$ cat config.mk
export PLATFORM = sky130hd
export DESIGN_NAME = rtcx_aux_regs
export DESIGN_NICKNAME = d
export VERILOG_FILES = /design/src/logic/rtcx_pkg.sv /design/src/logic/rtcx_lsd_if.sv /design/src/logic/rtcx_low_supply.sv /design/src/logic/rtcx_aux_regs.sv
export SDC_FILE = /design/constraint.sdc
export NUM_CORES = 1
export LEC_CHECK = 0
export ABC_AREA = 1
export BUFFER_PORTS_ARGS = -buffer_cell sky130_fd_sc_hd__buf_2
export CAP_MARGIN = 20
export CORE_MARGIN = 2
export CORE_UTILIZATION = 35
export CTS_BUF_LIST = sky130_fd_sc_hd__clkbuf_2
export DETAILED_ROUTE_END_ITERATION = 10
export GPL_TIMING_DRIVEN = 0
export PLACE_DENSITY_LB_ADDON = 0.12
export SLEW_MARGIN = 10
export SYNTH_ARGS = -nofsm -noshare
export SYNTH_HDL_FRONTEND = slang
export SYNTH_HIERARCHICAL = 1
export SYNTH_SLANG_ARGS = --single-unit
export TNS_END_PERCENT = 10
$ cat constraint.sdc
create_clock -name ref_clk -period 6.06 [get_ports ref_clk]
set_input_delay 1.212 -clock ref_clk [delete_from_list [all_inputs] [get_ports ref_clk]]
set_output_delay 1.212 -clock ref_clk [all_outputs]
set_load 0.05 [all_outputs]
$ cat src/logic/rtcx_pkg.sv
/*
  Shared constants for the calendar-clock housekeeping block: register
  addresses, field positions, load values and timebase counts.
  Assumes a byte-wide register port with a 4-bit address.
*/
package rtcx_pkg;

  typedef logic [7:0] rtcx_byte_t;
  typedef logic [3:0] rtcx_addr_t;

  // Register addresses
  localparam rtcx_addr_t A_YEAR   = 4'h0;
  localparam rtcx_addr_t A_MONTH  = 4'h1;
  localparam rtcx_addr_t A_DAY    = 4'h2;
  localparam rtcx_addr_t A_WDAY   = 4'h3;
  localparam rtcx_addr_t A_HOUR   = 4'h4;
  localparam rtcx_addr_t A_MIN    = 4'h5;
  localparam rtcx_addr_t A_SEC    = 4'h6;
  localparam rtcx_addr_t A_ST1    = 4'h7;
  localparam rtcx_addr_t A_ST2    = 4'h8;
  localparam rtcx_addr_t A_OFS    = 4'h9;
  localparam rtcx_addr_t A_ALM2   = 4'ha;
  localparam rtcx_addr_t A_CORR   = 4'hb;
  localparam rtcx_addr_t A_FREE   = 4'hc;
  localparam rtcx_addr_t A_IRQST  = 4'hd;
  localparam rtcx_addr_t A_IRQMSK = 4'he;

  // Storage indices
  localparam int CAL_N    = 7;
  localparam int AUX_N    = 5;
  localparam int AUX_ST2  = 0;
  localparam int AUX_OFS  = 1;

  // Load values
  localparam rtcx_byte_t BYTE_ZERO = 8'h00;
  localparam rtcx_byte_t CAL_ONE   = 8'h01;
  localparam rtcx_byte_t RST_ST2   = 8'h01;
  localparam rtcx_byte_t RST_OFS   = 8'h80;
  localparam logic [2:0] RST_ST1_USER = 3'h0;
  localparam logic [1:0] RST_IRQ_ST  = 2'h1;
  localparam logic [1:0] RST_IRQ_MSK = 2'h0;

  // Field positions
  localparam int ST1_RESET_BIT = 7;
  localparam int ST2_FREQ_BIT  = 7;
  localparam int ST2_MIN_BIT   = 6;
  localparam int ST2_32K_BIT   = 4;
  localparam int OFS_SEL_HI    = 7;
  localparam int OFS_SEL_N     = 5;

  // Timebase
  localparam int TB_HZ               = 32768;
  localparam int SAMPLE_WIN_TENTH_MS = 156;
  localparam logic [8:0] SAMPLE_WIN_TICKS = 9'((SAMPLE_WIN_TENTH_MS * TB_HZ) / 10000);

  typedef enum logic [1:0] {
    RTCX_LS_WAIT,
    RTCX_LS_SAMPLE,
    RTCX_LS_HELD
  } rtcx_ls_state_e;

endpackage

$ cat src/logic/rtcx_lsd_if.sv
/*
  Link between the register side and the low-supply sampler.
  Assumes both ends run on ref_clk.
*/
`timescale 1ns/1ns
interface rtcx_lsd_if;
  logic tbTick;
  logic secStart;
  logic clearReq;
  logic supplyLow;
  logic flag;
  logic setPulse;

  modport ctrl (output tbTick, output secStart, output clearReq, output supplyLow,
                input flag, input setPulse);
  modport det  (input tbTick, input secStart, input clearReq, input supplyLow,
                output flag, output setPulse);
endinterface

$ cat src/logic/rtcx_low_supply.sv
/*
  Once-per-second low-supply sampler with a sticky flag.
  Assumes tbTick and secStart are one-cycle pulses on ref_clk and
  supplyLow is already synchronised.
*/
`timescale 1ns/1ns
module rtcx_low_supply
  import rtcx_pkg::*;
(
  input wire logic ref_clk,
  input wire logic rst_n,
  rtcx_lsd_if.det  lsd
);
  import rtcx_pkg::*;

  rtcx_ls_state_e state_reg;
  logic [8:0]     winCnt_reg;
  logic           setNow;
  logic           flag_reg;
  logic           setPulse_reg;

  // Set beats a simultaneous clear
  assign setNow = (state_reg == RTCX_LS_SAMPLE) && lsd.supplyLow;

  always_ff @(posedge ref_clk) begin
    if (!rst_n) begin
      state_reg <= RTCX_LS_WAIT;
    end else if (setNow) begin
      state_reg <= RTCX_LS_HELD;
    end else if (lsd.clearReq) begin
      state_reg <= RTCX_LS_WAIT;
    end else begin
      case (state_reg)
        RTCX_LS_WAIT:
          if (lsd.secStart) begin
            state_reg <= RTCX_LS_SAMPLE;
          end
        RTCX_LS_SAMPLE:
          if (lsd.tbTick && winCnt_reg == SAMPLE_WIN_TICKS - 9'h001) begin
            state_reg <= RTCX_LS_WAIT;
          end
        RTCX_LS_HELD: state_reg <= RTCX_LS_HELD;
        default:      state_reg <= RTCX_LS_WAIT;
      endcase
    end
  end

  always_ff @(posedge ref_clk) begin
    if (!rst_n || state_reg != RTCX_LS_SAMPLE) begin
      winCnt_reg <= 9'h000;
    end else if (lsd.tbTick) begin
      winCnt_reg <= winCnt_reg + 9'h001;
    end
  end

  always_ff @(posedge ref_clk) begin
    if (!rst_n) begin
      flag_reg     <= 1'b0;
      setPulse_reg <= 1'b0;
    end else begin
      flag_reg     <= setNow | (flag_reg & ~lsd.clearReq);
      setPulse_reg <= setNow;
    end
  end

  assign lsd.flag     = flag_reg;
  assign lsd.setPulse = setPulse_reg;
endmodule // rtcx_low_supply

$ cat src/logic/rtcx_aux_regs.sv
/*
  Register-side housekeeping of a low-power calendar clock: load values
  at power-on and software init, status flags, frequency output data,
  correction and free bytes, low-supply sampling and an interrupt line.
  Assumes rst_n is the power-on detect, timebaseClk is the 32.768 kHz
  timebase arriving from outside ref_clk, and an external open-drain pad.
*/
`timescale 1ns/1ns
// Notes on behaviour
// - Selected frequency bits ANDed onto interrupt pin
// - Low three frequency-register bits are plain storage
// - Correction byte read/write, reversed; zero disables
// - Free byte holds last write, reversed order
// - Calendar loads 00-01-01, weekday 0, 00:00:00
// - Power-on loads status 01h, frequency 80h, interrupt status 01h, others 0
// - Power-on sets flag, 1 Hz on pin
// - Init clears power-on flag, leaves frequency mode
// - Init keeps status1 bits 6-4, clears others
// - Supply sampled once per second, 15.6 ms
// - Low sample sets sticky flag, stops sampling
// - Flag read or init clears, restarts sampling
// - Reset bit write initialises, reads zero
// - Power-on flag bit 0, low-supply bit 1
module rtcx_aux_regs
  import rtcx_pkg::*;
#(
  parameter int TICKS_PER_SEC = TB_HZ
)(
  input  wire logic             ref_clk,
  input  wire logic             rst_n,
  input  wire rtcx_pkg::rtcx_addr_t regAddr,
  input  wire rtcx_pkg::rtcx_byte_t regWrData,
  input  wire logic             regWrEn,
  input  wire logic             regRdEn,
  output rtcx_pkg::rtcx_byte_t  regRdData,
  input  wire logic             timebaseClk,
  input  wire logic             supplyLowPin,
  output logic                  intPinOut,
  output logic                  intPinOe,
  output logic                  irq
);
  import rtcx_pkg::*;

  localparam int SEC_W = $clog2(TICKS_PER_SEC);

  rtcx_lsd_if lsd ();

  logic             tbMeta;
  logic             tbSync;
  logic             tbPrev;
  logic             supMeta;
  logic             supSync;
  logic             tick;
  logic [SEC_W-1:0] subCnt_reg;
  rtcx_byte_t       calReg [CAL_N];
  rtcx_byte_t       auxReg [AUX_N];
  logic [2:0]       st1User_reg;
  logic             powerOnFlag_reg;
  logic             freqMode_reg;
  logic [1:0]       irqStatus_reg;
  logic [1:0]       irqMask_reg;
  logic             swInit;
  logic             st1Read;
  logic [2:0]       auxSel;
  logic             auxHit;
  logic [OFS_SEL_N-1:0] freqWave;
  logic [OFS_SEL_N-1:0] freqSel;
  logic             andOut;
  logic             freqMode;
  rtcx_byte_t       rdNext;

  function automatic rtcx_byte_t calInit(input int idx);
    calInit = (idx == int'(A_MONTH) || idx == int'(A_DAY)) ? CAL_ONE : BYTE_ZERO;
  endfunction

  function automatic rtcx_byte_t auxPor(input int idx);
    auxPor = (idx == AUX_ST2) ? RST_ST2 : ((idx == AUX_OFS) ? RST_OFS : BYTE_ZERO);
  endfunction

  // Pins cross into ref_clk; the first stage is never looked at
  always_ff @(posedge ref_clk) begin
    if (!rst_n) begin
      tbMeta  <= 1'b0;
      tbSync  <= 1'b0;
      tbPrev  <= 1'b0;
      supMeta <= 1'b0;
      supSync <= 1'b0;
    end else begin
      tbMeta  <= timebaseClk;
      tbSync  <= tbMeta;
      tbPrev  <= tbSync;
      supMeta <= supplyLowPin;
      supSync <= supMeta;
    end
  end

  assign tick = tbSync & ~tbPrev;

  // Seconds divider on timebase edges
  always_ff @(posedge ref_clk) begin
    if (!rst_n || swInit) begin
      subCnt_reg <= '0;
    end else if (tick) begin
      if (subCnt_reg == SEC_W'(TICKS_PER_SEC - 1)) begin
        subCnt_reg <= '0;
      end else begin
        subCnt_reg <= subCnt_reg + SEC_W'(1);
      end
    end
  end

  assign swInit  = regWrEn && regAddr == A_ST1 && regWrData[ST1_RESET_BIT];
  assign st1Read = regRdEn && regAddr == A_ST1;
  assign auxSel  = 3'(regAddr - A_ST2);
  assign auxHit  = regAddr >= A_ST2 && regAddr <= A_FREE;

  assign lsd.tbTick    = tick;
  assign lsd.secStart  = tick && subCnt_reg == SEC_W'(TICKS_PER_SEC - 1);
  assign lsd.clearReq  = swInit || st1Read;
  assign lsd.supplyLow = supSync;

  rtcx_low_supply u_low_supply (
    .ref_clk (ref_clk),
    .rst_n   (rst_n),
    .lsd     (lsd)
  );

  // Calendar bytes; counting lives elsewhere
  always_ff @(posedge ref_clk) begin
    for (int i = 0; i < CAL_N; i++) begin
      if (!rst_n || swInit) begin
        calReg[i] <= calInit(i);
      end else if (regWrEn && int'(regAddr) == i) begin
        calReg[i] <= regWrData;
      end
    end
  end

  // Status2, frequency data, alarm 2, correction, free: one load point
  always_ff @(posedge ref_clk) begin
    for (int i = 0; i < AUX_N; i++) begin
      if (!rst_n) begin
        auxReg[i] <= auxPor(i);
      end else if (swInit) begin
        auxReg[i] <= BYTE_ZERO;
      end else if (regWrEn && auxHit && int'(auxSel) == i) begin
        // Low frequency bits, correction and free bytes are stored as is
        auxReg[i] <= regWrData;
      end
    end
  end

  // Hour mode and user bits survive init
  always_ff @(posedge ref_clk) begin
    if (!rst_n) begin
      st1User_reg <= RST_ST1_USER;
    end else if (regWrEn && regAddr == A_ST1 && !swInit) begin
      st1User_reg <= regWrData[6:4];
    end
  end

  // Power-on flag: set only by power-on, so no set/clear race
  always_ff @(posedge ref_clk) begin
    if (!rst_n) begin
      powerOnFlag_reg <= 1'b1;
    end else if (swInit || st1Read) begin
      powerOnFlag_reg <= 1'b0;
    end
  end

  always_ff @(posedge ref_clk) begin
    if (!rst_n) begin
      freqMode_reg <= 1'b1;
    end else if (swInit) begin
      freqMode_reg <= 1'b0;
    end
  end

  // Frequency outputs: bit 7 is the slowest wave, 1 Hz
  genvar k;
  generate
    for (k = 0; k < OFS_SEL_N; k++) begin : g_wave
      assign freqWave[k] = subCnt_reg[SEC_W-1-k];
      assign freqSel[k]  = auxReg[AUX_OFS][OFS_SEL_HI-k];
    end
  endgenerate

  assign andOut   = (|freqSel) && (&(freqWave | ~freqSel));
  assign freqMode = freqMode_reg || (auxReg[AUX_ST2][ST2_FREQ_BIT]
                    && !auxReg[AUX_ST2][ST2_MIN_BIT] && !auxReg[AUX_ST2][ST2_32K_BIT]);

  // Open-drain pad: only ever pulls low
  always_ff @(posedge ref_clk) begin
    if (!rst_n) begin
      intPinOut <= 1'b0;
      intPinOe  <= 1'b0;
    end else begin
      intPinOut <= 1'b0;
      intPinOe  <= freqMode && andOut;
    end
  end

  // Events stick; read clears, a new event in that cycle still lands
  always_ff @(posedge ref_clk) begin
    if (!rst_n) begin
      irqStatus_reg <= RST_IRQ_ST;
    end else begin
      irqStatus_reg <= ((regRdEn && regAddr == A_IRQST) ? 2'h0 : irqStatus_reg)
                       | {lsd.setPulse, 1'b0};
    end
  end

  always_ff @(posedge ref_clk) begin
    if (!rst_n) begin
      irqMask_reg <= RST_IRQ_MSK;
    end else if (regWrEn && regAddr == A_IRQMSK) begin
      irqMask_reg <= regWrData[1:0];
    end
  end

  always_ff @(posedge ref_clk) begin
    if (!rst_n) begin
      irq <= 1'b0;
    end else begin
      irq <= |(irqStatus_reg & irqMask_reg);
    end
  end

  always_comb begin
    rdNext = BYTE_ZERO;
    if (regAddr <= A_SEC) begin
      rdNext = calReg[regAddr[2:0]];
    end else if (regAddr == A_ST1) begin
      rdNext = {1'b0, st1User_reg, 2'h0, lsd.flag, powerOnFlag_reg};
    end else if (auxHit) begin
      rdNext = auxReg[auxSel];
    end else if (regAddr == A_IRQST) begin
      rdNext = {6'h00, irqStatus_reg};
    end else if (regAddr == A_IRQMSK) begin
      rdNext = {6'h00, irqMask_reg};
    end
  end

  // Data valid only in the cycle after the strobe
  always_ff @(posedge ref_clk) begin
    if (!rst_n) begin
      regRdData <= BYTE_ZERO;
    end else begin
      regRdData <= regRdEn ? rdNext : BYTE_ZERO;
    end
  end
endmodule // rtcx_aux_regs

# Word-level counts from Yosys, hierarchy flattened
# Memories as Yosys holds them, arrays and structs flattened.
# Index checks and enable logic that the tools add are counted.
[classes]
add_sub_neg = 3
order_cmp = 3
n_eq_ne = 22
mux = 76
n_bitwise = 27
reduce_logical = 45
[op_table]
columns = ["cell", "n"]
rows = [
  ["2-to-1 mux 8 bit", 20],
  ["2-to-1 mux 1 bit", 47],
  ["logical AND 1 bit", 27],
  ["equality test 4 bit, second input constant", 5],
  ["OR 1 bit", 18],
  ["adder 15 x 1 -> 15 bit, second input constant", 1],
  ["equality test 15 bit, second input constant", 1],
  ["2-to-1 mux 15 bit", 1],
  ["2-to-1 mux 2 bit", 7],
  ["equality test 4 x 3 -> 1 bit, second input constant", 3],
  ["adder 9 x 1 -> 9 bit, second input constant", 1],
  ["equality test 3 bit, second input constant", 3],
  ["equality test 9 bit, second input constant", 1],
  ["!= test 4 x 2 -> 1 bit, second input constant", 2],
  ["case mux 2 bit (3 select lines)", 1],
  ["AND reduction 2 bit", 3],
  ["NOT 5 bit", 1],
  ["OR 5 bit", 1],
  ["AND reduction 5 bit", 1],
  ["OR reduction 5 bit", 1],
  ["equality test 4 x 2 -> 1 bit, second input constant", 1],
  ["greater-or-equal comparator 4 bit, second input constant", 1],
  ["<= comparator 4 x 3 -> 1 bit, second input constant", 1],
  ["<= comparator 4 bit, second input constant", 1],
  ["other kinds (17)", 27],
]
[totals]
register_bits = 52
ramBits = 96
input_bits = 18
out_inout_bits = 11
word_cells = 197
n_memories = 2
[memory_table]
columns = ["name", "depth", "width", "read_ports", "rd_ports_with_merged_regs", "write_ports", "line", "rtl"]
rows = [
  ["calReg", 7, 8, 1, 0, 7, "rtcx_aux_regs.sv:55", "rtcx_byte_t calReg [CAL_N];"],
  ["auxReg", 5, 8, 3, 0, 5, "rtcx_aux_regs.sv:56", "rtcx_byte_t auxReg [AUX_N];"],
]

# Logic depth before layout (Yosys ltp)
# Gate-level depths: netlist of run 1.
[depth]
ltp_word = 9
depth_mapped = 11
mapped_depth_nobuf = 11

# By module
# Netlist of run 1, hierarchy kept.
[by_module_without_submodules]
columns = ["mod", "n_inst", "cells_each", "area_per_inst_um2", "seq_area_each_um2"]
rows = [
  ["rtcx_aux_regs", 1, 708, 6103.4, 3663.5],
  ["rtcx_low_supply", 1, 82, 584.3, 260.2],
]

# Worst setup path before layout of run 1
# OpenSTA, ideal clock, no wires.
[synth_path]
path_type = "input to register"
from = "input port regAddr[0]"
to = "memory calReg[2][0] (netlist name), enable pin"
setup_ns = 0.384
arrival_ns = 2.384
t_required_ns = 5.676
path_slack_ns = 3.292
stages = 6
path_buffers = 1
path_cell_list = "buf_4 inv_2 nand2_1 nor2_2 inv_1 o21ai_0"
[synth_lines]
columns = ["element", "line", "rtl"]
rows = [
  ["from (decl)", "rtcx_aux_regs.sv:31", "input wire rtcx_pkg::rtcx_addr_t regAddr,"],
  ["to (decl)", "rtcx_aux_regs.sv:55", ""],
]

==> impl_metrics.toml, run 1 <==
[pwr]
leakage_nw = 3.093
ir_drop_mv = 0.1178
p_per_area_mw_per_mm2 = 272.2
power_w = 0.002030

[synthesis]
synthCells = 790
yosys_most_used_dff = "edfxtp_1"
synthTopCellsByArea = "edfxtp_1 (43%), dfxtp_1 (16%), nand2_1 (11%)"
yosysSeqAreaShare = 0.5867
synth-edff-count = 96
yosysMostFrequentCell = "nand2_1"
synth_cell_types = 39
netlist_area_mm2 = 0.006688
syn_nets = 811
yosysWarnings = 6
synth-seq-cells = 148
yosysTopAreaCell = "edfxtp_1"
syn_area_per_cell_um2 = 8.465
synth_top_area_share = 0.4311
synth-async-reset-ratio = 0
ys_top_cells_by_count = "nand2_1 (190), nor2_1 (175), edfxtp_1 (96)"

[final_layout]
largest_register_ffs = 56
nets = 860
fin_cells = 1087
fillers = 1929
syn2layout_area_growth_pct = 11.52
drive_above_1_share = 0.1162
seq_area_mm2 = 0.003924
multiInputGateArea_mm2 = 0.002282

[place]
gp_congestion = 0.8968
dp_cells = 1054
dp_hpwl_mm = 13.47
place_ws_ns = 2.619
io_buffer_count = 26

[detailed_routing]
routedWlPerCell_um = 16.93
drt_drc_violations_left = 0
vias = 5373
drt-pass1-iter-count = 7
drt_iter0_markers = 383
drtAntennaViolNets = 0
avgViaCountPerCell = 4.943
wirelength_mm = 18.41

[cts]
cts_max_path_buffers = 2
clk-insertion-delay-late_ns = 0.70
clockRootBuffer = "clkbuf_2"
cts_made_buffers = 17
htreeDepth = 4
cts_setup_buffers = 0
clkTransAtPathRegs_ns = 0.21
cts_sinks = 148
cts_hold_buf = 0
cts_tree = "done"
cts_repair_resize_count = 0

[timing]
skew_ns = 0.02255
worstMarginPinSlew_ns = 0.9215
fin_crit_sh = 0.4458
setup_violations = 0
slew_violations = 0
finalHoldViolations = 0
grt_setup_unrepaired = "false"
fmax_mhz = 370.1
fin_crit_ns = 2.702
tns_ns = 0
layout_setup_ws_ns = 3.358
slew_headroom = 0.3816

[setup_path]
critPathRequiredTime_ns = 6.49
rr_endpoint = "subCnt_reg[12]"
arrival_ns = 3.14
crit_start = "regAddr[3]"
start_kind = "input pin"
reg2reg_from = "subCnt_reg[0]"
critPathMaxFanout = 10
r2r_setup_slack_ns = 4.40
cp-endpoint = "calReg[4][1]"
r2r_cells = 6
cp-end-kind = "flip-flop"
path_class = "in2reg"

[hold_path]
min_path_cells = 2
hp-class = "reg2reg"

[global_route]
grt_max_degree = 17
grt_pass1_wl_mm = 28.50
grt_usage = 0.1897
grt_pass1_vias = 5268
antenna_found_initial = 1
grt_remaining_overflow = 0

[run_status]
status = "finished clean"

[floorplanning]
dieArea_mm2 = 0.02023
num_rows = 50
boundaryPins = 29
start_util = 0.3575
core_area_mm2 = 0.01871
die_w_um = 142.2
fp.dieH_um = 142.2

[run]
cap_violations = 0
## worst min path at each step
stage	to	slack [ns]	from
after floorplan	lsd.supplyLow	0.39	supMeta
after global placement	tbSync	0.39	tbMeta
after detailed placement	tbSync	0.41	tbMeta
after CTS	lsd.supplyLow	0.43	supMeta
after global routing	lsd.supplyLow	0.44	supMeta
final	tbSync	0.44	tbMeta
## power by group
group	switching, W	internal [W]	total, W
clock network	0.000360	0.000357	0.000717
logic	0.000135	0.0000426	0.000178
registers	0.0000152	0.00112	0.00113
## critical path: stages
cell and delay, ns:
buf_2 0.16, inv_1 0.15, nand2_1 0.13, nor2_4 0.18
nand3_2 0.20, nand2_4 0.22, inv_4 0.09, buf_2 0.21
o21ai_0 0.28, buf_2 0.30
## cells in the final DEF, fill, tap and decap left out, types with 2 or more instances in the layout
| cell type | Yosys | layout |
|---|---|---|
| clkinvlp_4 | 0 | 2 |
| clkbuf_2 | 0 | 19 |
| buf_2 | 8 | 38 |
| dfxtp_1 | 52 | 52 |
| inv_2 | 8 | 8 |
| clkinv_1 | 1 | 2 |
| nand4_1 | 9 | 9 |
| a22oi_1 | 4 | 4 |
| ha_1 | 3 | 3 |
| o21ai_1 | 2 | 3 |
| nor2_2 | 6 | 6 |
| edfxtp_1 | 96 | 96 |
| inv_1 | 87 | 87 |
| nor3b_1 | 2 | 2 |
| nand3b_1 | 3 | 3 |
| nand2_1 | 190 | 190 |
| clkbuf_1 | 13 | 13 |
| nand2_2 | 4 | 4 |
| nor3_2 | 3 | 3 |
| bufinv_16 | 0 | 6 |
| o21ai_0 | 19 | 18 |
| buf_4 | 2 | 2 |
| clkinv_4 | 0 | 2 |
| nand3_1 | 42 | 42 |
| nor2_1 | 175 | 175 |
| a21oi_1 | 39 | 39 |
| nor3_1 | 5 | 5 |
| xnor2_1 | 2 | 2 |
## cells by family after synthesis
| logic type | count (synthesis) | share of synthesized area |
|---|---|---|
| AOI/OAI and AO/OA | 71 | 0.05744 |
| buffers and inverters | 121 | 0.07203 |
| xor gates and xnor gates | 3 | 0.003930 |
| adders and majority gates | 3 | 0.005613 |
| other | 1 | 0.0005607 |
| and+or+nand+nor | 443 | 0.2737 |
| DFF | 148 | 0.5867 |
## stage by stage
stage	hold WS (ns)	instance area, um^2	util
floorplan	0.3905	6688	-
global placement	0.3949	7111	0.3801
detailed placement	0.4052	7131	0.3812
CTS	0.4304	7456	0.3986
global route	0.4428	7458	0.3987
finish	0.4403	7458	0.3987
## per-layer routing
layer,track usage,up-vias,wire length (um)
met5,0,-,0
met2,0.3148,139,8789
met4,0.07263,0,513
met3,0.03970,31,912
li1,-,2637,-
met1,0.2439,2566,8191
## area by class of cell
cell class | count | share of cell area
sequential | 148 | 0.5261
multi-input combinational | 521 | 0.3060
inverter | 97 | 0.04915
tap | 234 | 0.03926
clock inverter | 13 | 0.03087
timing repair buffer | 30 | 0.02013
buffer | 24 | 0.01543
clock buffer | 19 | 0.01275
antenna | 1 | 0.0003355
No activity file was read; power rests on OpenSTA's default activity.
==> run 2, diff against run 1 <==
==> constraint.sdc (replaced) <==
create_clock -name ref_clk -period 2.4 [get_ports ref_clk]
set_input_delay 0.48 -clock ref_clk [delete_from_list [all_inputs] [get_ports ref_clk]]
set_output_delay 0.48 -clock ref_clk [all_outputs]
set_load 0.05 [all_outputs]
==> run 2 against run 1 <==
- combinational power grew to 2.6 times the previous value
- clock-buffer cell count stayed put
- sequential power grew to 2.5 times the previous value
- sequential cell count stayed put
- largest power group unchanged
- power grew to 2.5 times the previous value
==> impl_metrics.toml, run 2 (synthesized netlist as in run 1, its figures left out) <==
[setup_path]
start_kind = "input pin"
cpMaxStageDelayCell = "dlygate4sd3_1"
path_class = "in2reg"
slowest_delay_ns = 0.52
cp-end-kind = "flip-flop"
critPathMaxFanout = 10
r2r_setup_slack_ns = 0.74
arrival_ns = 2.59
path_buf_inv = 3
critPathMostFrequentCell = "nand3_1"
crit_start = "rst_n"
critPathRequiredTime_ns = 2.78
reg2reg_from = "subCnt_reg[0]"
cp_cell_sequence = "dlygate4sd3_1 -> buf_2 -> clkbuf_1 -> nand3_1 -> nand3_1"
crit_family = "buffers and inverters"

[place]
gp_congestion = 0.8968
dp_cells = 1054
dp_hpwl_mm = 13.47
placed_cell_area_mm2 = 0.007131
io_buffer_count = 26

[final_layout]
drive_above_1_share = 0.1155
fin_cells = 1092
final_common_cell = "nand2_1"
nets = 865
final_cell_mix = "nand2_1 (190), nor2_1 (175), edfxtp_1 (96)"
syn2layout_area_growth_pct = 12.27
largest_register_ffs = 56
fillers = 1924
fin_area_mm2 = 0.007508

[cts]
cts_hold_buf = 5
cts_setup_buffers = 0
htreeDepth = 4
cts_sinks = 148
cts_made_buffers = 17
cts_max_path_buffers = 2
clockRootBuffer = "clkbuf_2"
cts_repair_resize_count = 0
cts_tree = "done"
clkTransAtPathRegs_ns = 0.23
clk-insertion-delay-late_ns = 0.71

[floorplanning]
fp.dieH_um = 142.2
boundaryPins = 29
dieArea_mm2 = 0.02023
start_util = 0.3575
num_rows = 50
die_w_um = 142.2
core_area_mm2 = 0.01871

[pwr]
ir_drop_mv = 0.3022
leakage_nw = 3.114
power_w = 0.005136
p_per_area_mw_per_mm2 = 684.0

[run]
cap_violations = 0

[global_route]
grt_remaining_overflow = 0
grt_pass1_wl_mm = 28.53
grt_max_degree = 17
grt_usage = 0.1898
grt_pass1_vias = 5274
antenna_found_initial = 1

[hold_path]
worstHoldStart = "regWrData[3]"
hp-class = "in2reg"

[timing]
grt_setup_unrepaired = "false"
skew_ns = 0.03378
setup_violations = 0
fmax_mhz = 451.7
fin_crit_sh = 0.9224
whs_ns = 0.08557
worstMarginPinSlew_ns = 0.9294
fin_crit_ns = 2.214
slew_violations = 0
finalHoldViolations = 0
slew_headroom = 0.3804

[detailed_routing]
vias = 5397
avgViaCountPerCell = 4.942
drt-pass1-iter-count = 7
wirelength_mm = 18.37
drt_drc_violations_left = 0
routedWlPerCell_um = 16.82
drtAntennaViolNets = 0
drt_iter0_markers = 387

[run_status]
status = "finished clean"
## run 2: worst paths after layout
| check | depth (start not counted) | end |
|---|---|---|
| max | 5 | auxReg[4][4] |
| min | 3 | calReg[4][3] |
| max reg2reg | 6 | subCnt_reg[12] |
| min reg2reg | 2 | tbSync |
## run 2: final cells by class
type                            instances  area [um^2]  area share
Antenna cell                            1        2.502   0.0003333
Buffer                                 24        115.1     0.01533
Clock buffer                           19        95.09     0.01266
Clock inverter                         13        230.2     0.03066
Inverter                               97        366.6     0.04883
Multi-Input combinational cell        521         2282      0.3039
Sequential cell                       148         3924      0.5226
Tap cell                              234        292.8     0.03899
Timing Repair Buffer                   35        200.2     0.02666
## run 2: worst register-to-register path: cells and delay by family (launching register included)
family,cells,cell delay [ns]
fa+ha+maj,1,0.22
flops,1,0.41
simple gates,3,0.73
compound gates,2,0.22
## run 2: per-stage QoR
step	util	setup WS [ns]	setup TNS, ns
4_1_cts	0.4013	0.2133	0
3_5_place_dp	0.3812	-0.3088	-13.32
6_report	0.4014	0.1863	0
5_1_grt	0.4014	0.08584	0
3_3_place_gp	0.3801	-0.5399	-19.10
2_1_floorplan	-	0.3636	0
## run 2: per-layer routing
layer	vias to the layer above	track usage	share of wire	wire length [um]
met5	-	0	0	0
met4	0	0.07263	0.028	513
met3	32	0.03970	0.049	902
met2	137	0.3148	0.48	8780
met1	2582	0.2443	0.44	8172
li1	2646	-	-	-
## run 2: power by group
group          internal [W]  total [W]  switching, W
logic              0.000113   0.000454      0.000341
clock network      0.000902    0.00182      0.000914
registers           0.00283    0.00287     0.0000382
==> run 3, diff against run 2 <==
--- a/config.mk
+++ b/config.mk
@@ -6,7 +6,7 @@
 export NUM_CORES = 1
 export LEC_CHECK = 0
 export ABC_AREA = 1
-export BUFFER_PORTS_ARGS = -buffer_cell sky130_fd_sc_hd__buf_2
+export BUFFER_PORTS_ARGS = -buffer_cell sky130_fd_sc_hd__clkbuf_2
 export CAP_MARGIN = 20
 export CORE_MARGIN = 2
 export CORE_UTILIZATION = 35
==> run 3 against run 2 <==
- combinational power hardly changed
- non-clock buffer count decreased by 1
- sequential share of layout area rose by 0.24 points
- utilization fell by 0.19 points
- hold slack improved by 0.0012 ns
- first-iteration DRC count decreased by 27%
- cell count hardly changed
- global-route usage decreased by 0.37 points
- power decreased by 1.9%
- highest routed layer unchanged
==> impl_metrics.toml, run 3 (synthesized netlist as in run 1, its figures left out) <==
[pwr]
ir_drop_mv = 0.3066
leakage_nw = 3.107
p_per_area_mw_per_mm2 = 674.3
power_w = 0.005039

[setup_path]
arrival_ns = 2.36
cpMaxStageDelayCell = "buf_2"
critPathRequiredTime_ns = 2.84
cp_cell_sequence = "clkbuf_2 -> inv_1 -> nand2_1 -> nor2_4 -> nand3_2 -> nand2_4 -> inv_4 -> buf_2 -> o31ai_1 -> buf_2"
cp-end-kind = "flip-flop"
crit_family = "buffers and inverters"
slowest_delay_ns = 0.31
cp.depth = 10
cp-endpoint = "calReg[0][5]"
path_buf_inv = 5
crit_start = "regAddr[3]"
critPathMostFrequentCell = "buf_2"
start_kind = "input pin"
rr_endpoint = "subCnt_reg[12]"
r2r_cells = 6
path_class = "in2reg"
critPathMaxFanout = 10
reg2reg_from = "subCnt_reg[0]"
r2r_setup_slack_ns = 0.76

[timing]
skew_ns = 0.02960
fin_crit_sh = 0.8037
finalHoldViolations = 0
worstMarginPinSlew_ns = 0.8960
slew_violations = 0
fmax_mhz = 518.5
setup_violations = 0
whs_ns = 0.08673
grt_setup_unrepaired = "false"
fin_crit_ns = 1.929
tns_ns = 0
slew_headroom = 0.3987

[global_route]
grt_usage = 0.1862
grt_pass1_wl_mm = 27.83
antenna_found_initial = 1
grt_remaining_overflow = 0
grt_pass1_vias = 5113
grt_max_degree = 17

[final_layout]
nets = 864
final_cell_mix = "nand2_1 (190), nor2_1 (175), edfxtp_1 (96)"
fin_cells = 1091
largest_register_ffs = 56
drive_above_1_share = 0.1168
final_common_cell = "nand2_1"
syn2layout_area_growth_pct = 11.75
fin_area_mm2 = 0.007473

[floorplanning]
die_w_um = 142.2
core_area_mm2 = 0.01871
start_util = 0.3575
boundaryPins = 29
dieArea_mm2 = 0.02023
num_rows = 50
fp.dieH_um = 142.2

[run_status]
status = "finished clean"

[detailed_routing]
vias = 5304
avgViaCountPerCell = 4.862
wirelength_mm = 18.26
drtAntennaViolNets = 0
drt_drc_violations_left = 0
routedWlPerCell_um = 16.74
drt_iter0_markers = 281
drt-pass1-iter-count = 5

[hold_path]
hp-class = "in2reg"

[cts]
cts_sinks = 148
htreeDepth = 4
cts_tree = "done"
cts_made_buffers = 17
cts_repair_resize_count = 0
clkTransAtPathRegs_ns = 0.22
clk-insertion-delay-late_ns = 0.70
clockRootBuffer = "clkbuf_2"
cts_max_path_buffers = 2

[place]
dp_hpwl_mm = 13.36
placed_cell_area_mm2 = 0.007131
gp_congestion = 0.9090
io_buffer_count = 26
dp_cells = 1054

[run]
cap_violations = 0
-- run 3: cell types whose count changed in the layout (fill, tap and decap cells not counted) --
cell           delta
clkbuf_2         +27
dlygate4sd3_1     -1
clkinvlp_4        -2
inv_4             +3
buf_2            -26
bufinv_16         -1
clkinv_1          -1
-- run 3: worst min-delay path by stage --
stage,start,to,slack (ns),depth (start not counted)
floorplan,supMeta,lsd.supplyLow,0.39,2
global placement,tbMeta,tbSync,0.40,2
detailed placement,supMeta,lsd.supplyLow,0.40,2
CTS,rst_n,u_low_supply/state_reg[0],0.02,3
global route,rst_n,u_low_supply/state_reg[0],0.007,3
finish,regWrData[3],calReg[4][3],0.09,3
-- run 3: cell type report --
type	count	area (um^2)
timing repair buffer	34	190.2
inverter	97	366.6
antenna	1	2.502
clock buffer	20	100.1
sequential	148	3924
tap	234	292.8
buffer	24	115.1
multi-input combinational	521	2282
clock inverter	12	200.2
fill	1912	11230
-- run 3: metrics by stage --
stage / setup WS (ns) / util
finish: 0.4712 / 0.3995
global route: 0.3946 / 0.3995
CTS: 0.5010 / 0.3994
detailed placement: -0.2485 / 0.3812
global placement: -0.5282 / 0.3801
floorplan: 0.3636 / -
-- run 3: timing repair --
action | in CTS | in global routing
setup buffers | 0 | 0
hold buffers | 4 | 0
hold endpoints to repair | 4 | 0
-- run 3: report_power, final --
group | leakage (nW) | internal, W | switching, W
clock network | 0.184 | 0.000810 | 0.000912
logic | 1.58 | 0.000111 | 0.000341
registers | 1.34 | 0.00283 | 0.0000381
total | 3.11 | 0.00375 | 0.00129
-- run 3: tightest hold or removal path: cells and delay by family --
family	cells	cell delay, ns
and+or+nand+nor	1	0.09
buffers and inverters	2	0.13
-- run 3: routing by layer --
metal	up-vias	GRT usage	wire, um	part of all wire
met2	132	0.3143	8750	0.48
met1	2502	0.2357	8037	0.44
met5	-	0	0	0
met4	0	0.06947	493	0.027
met3	25	0.03869	978	0.054
li1	2645	-	-	-
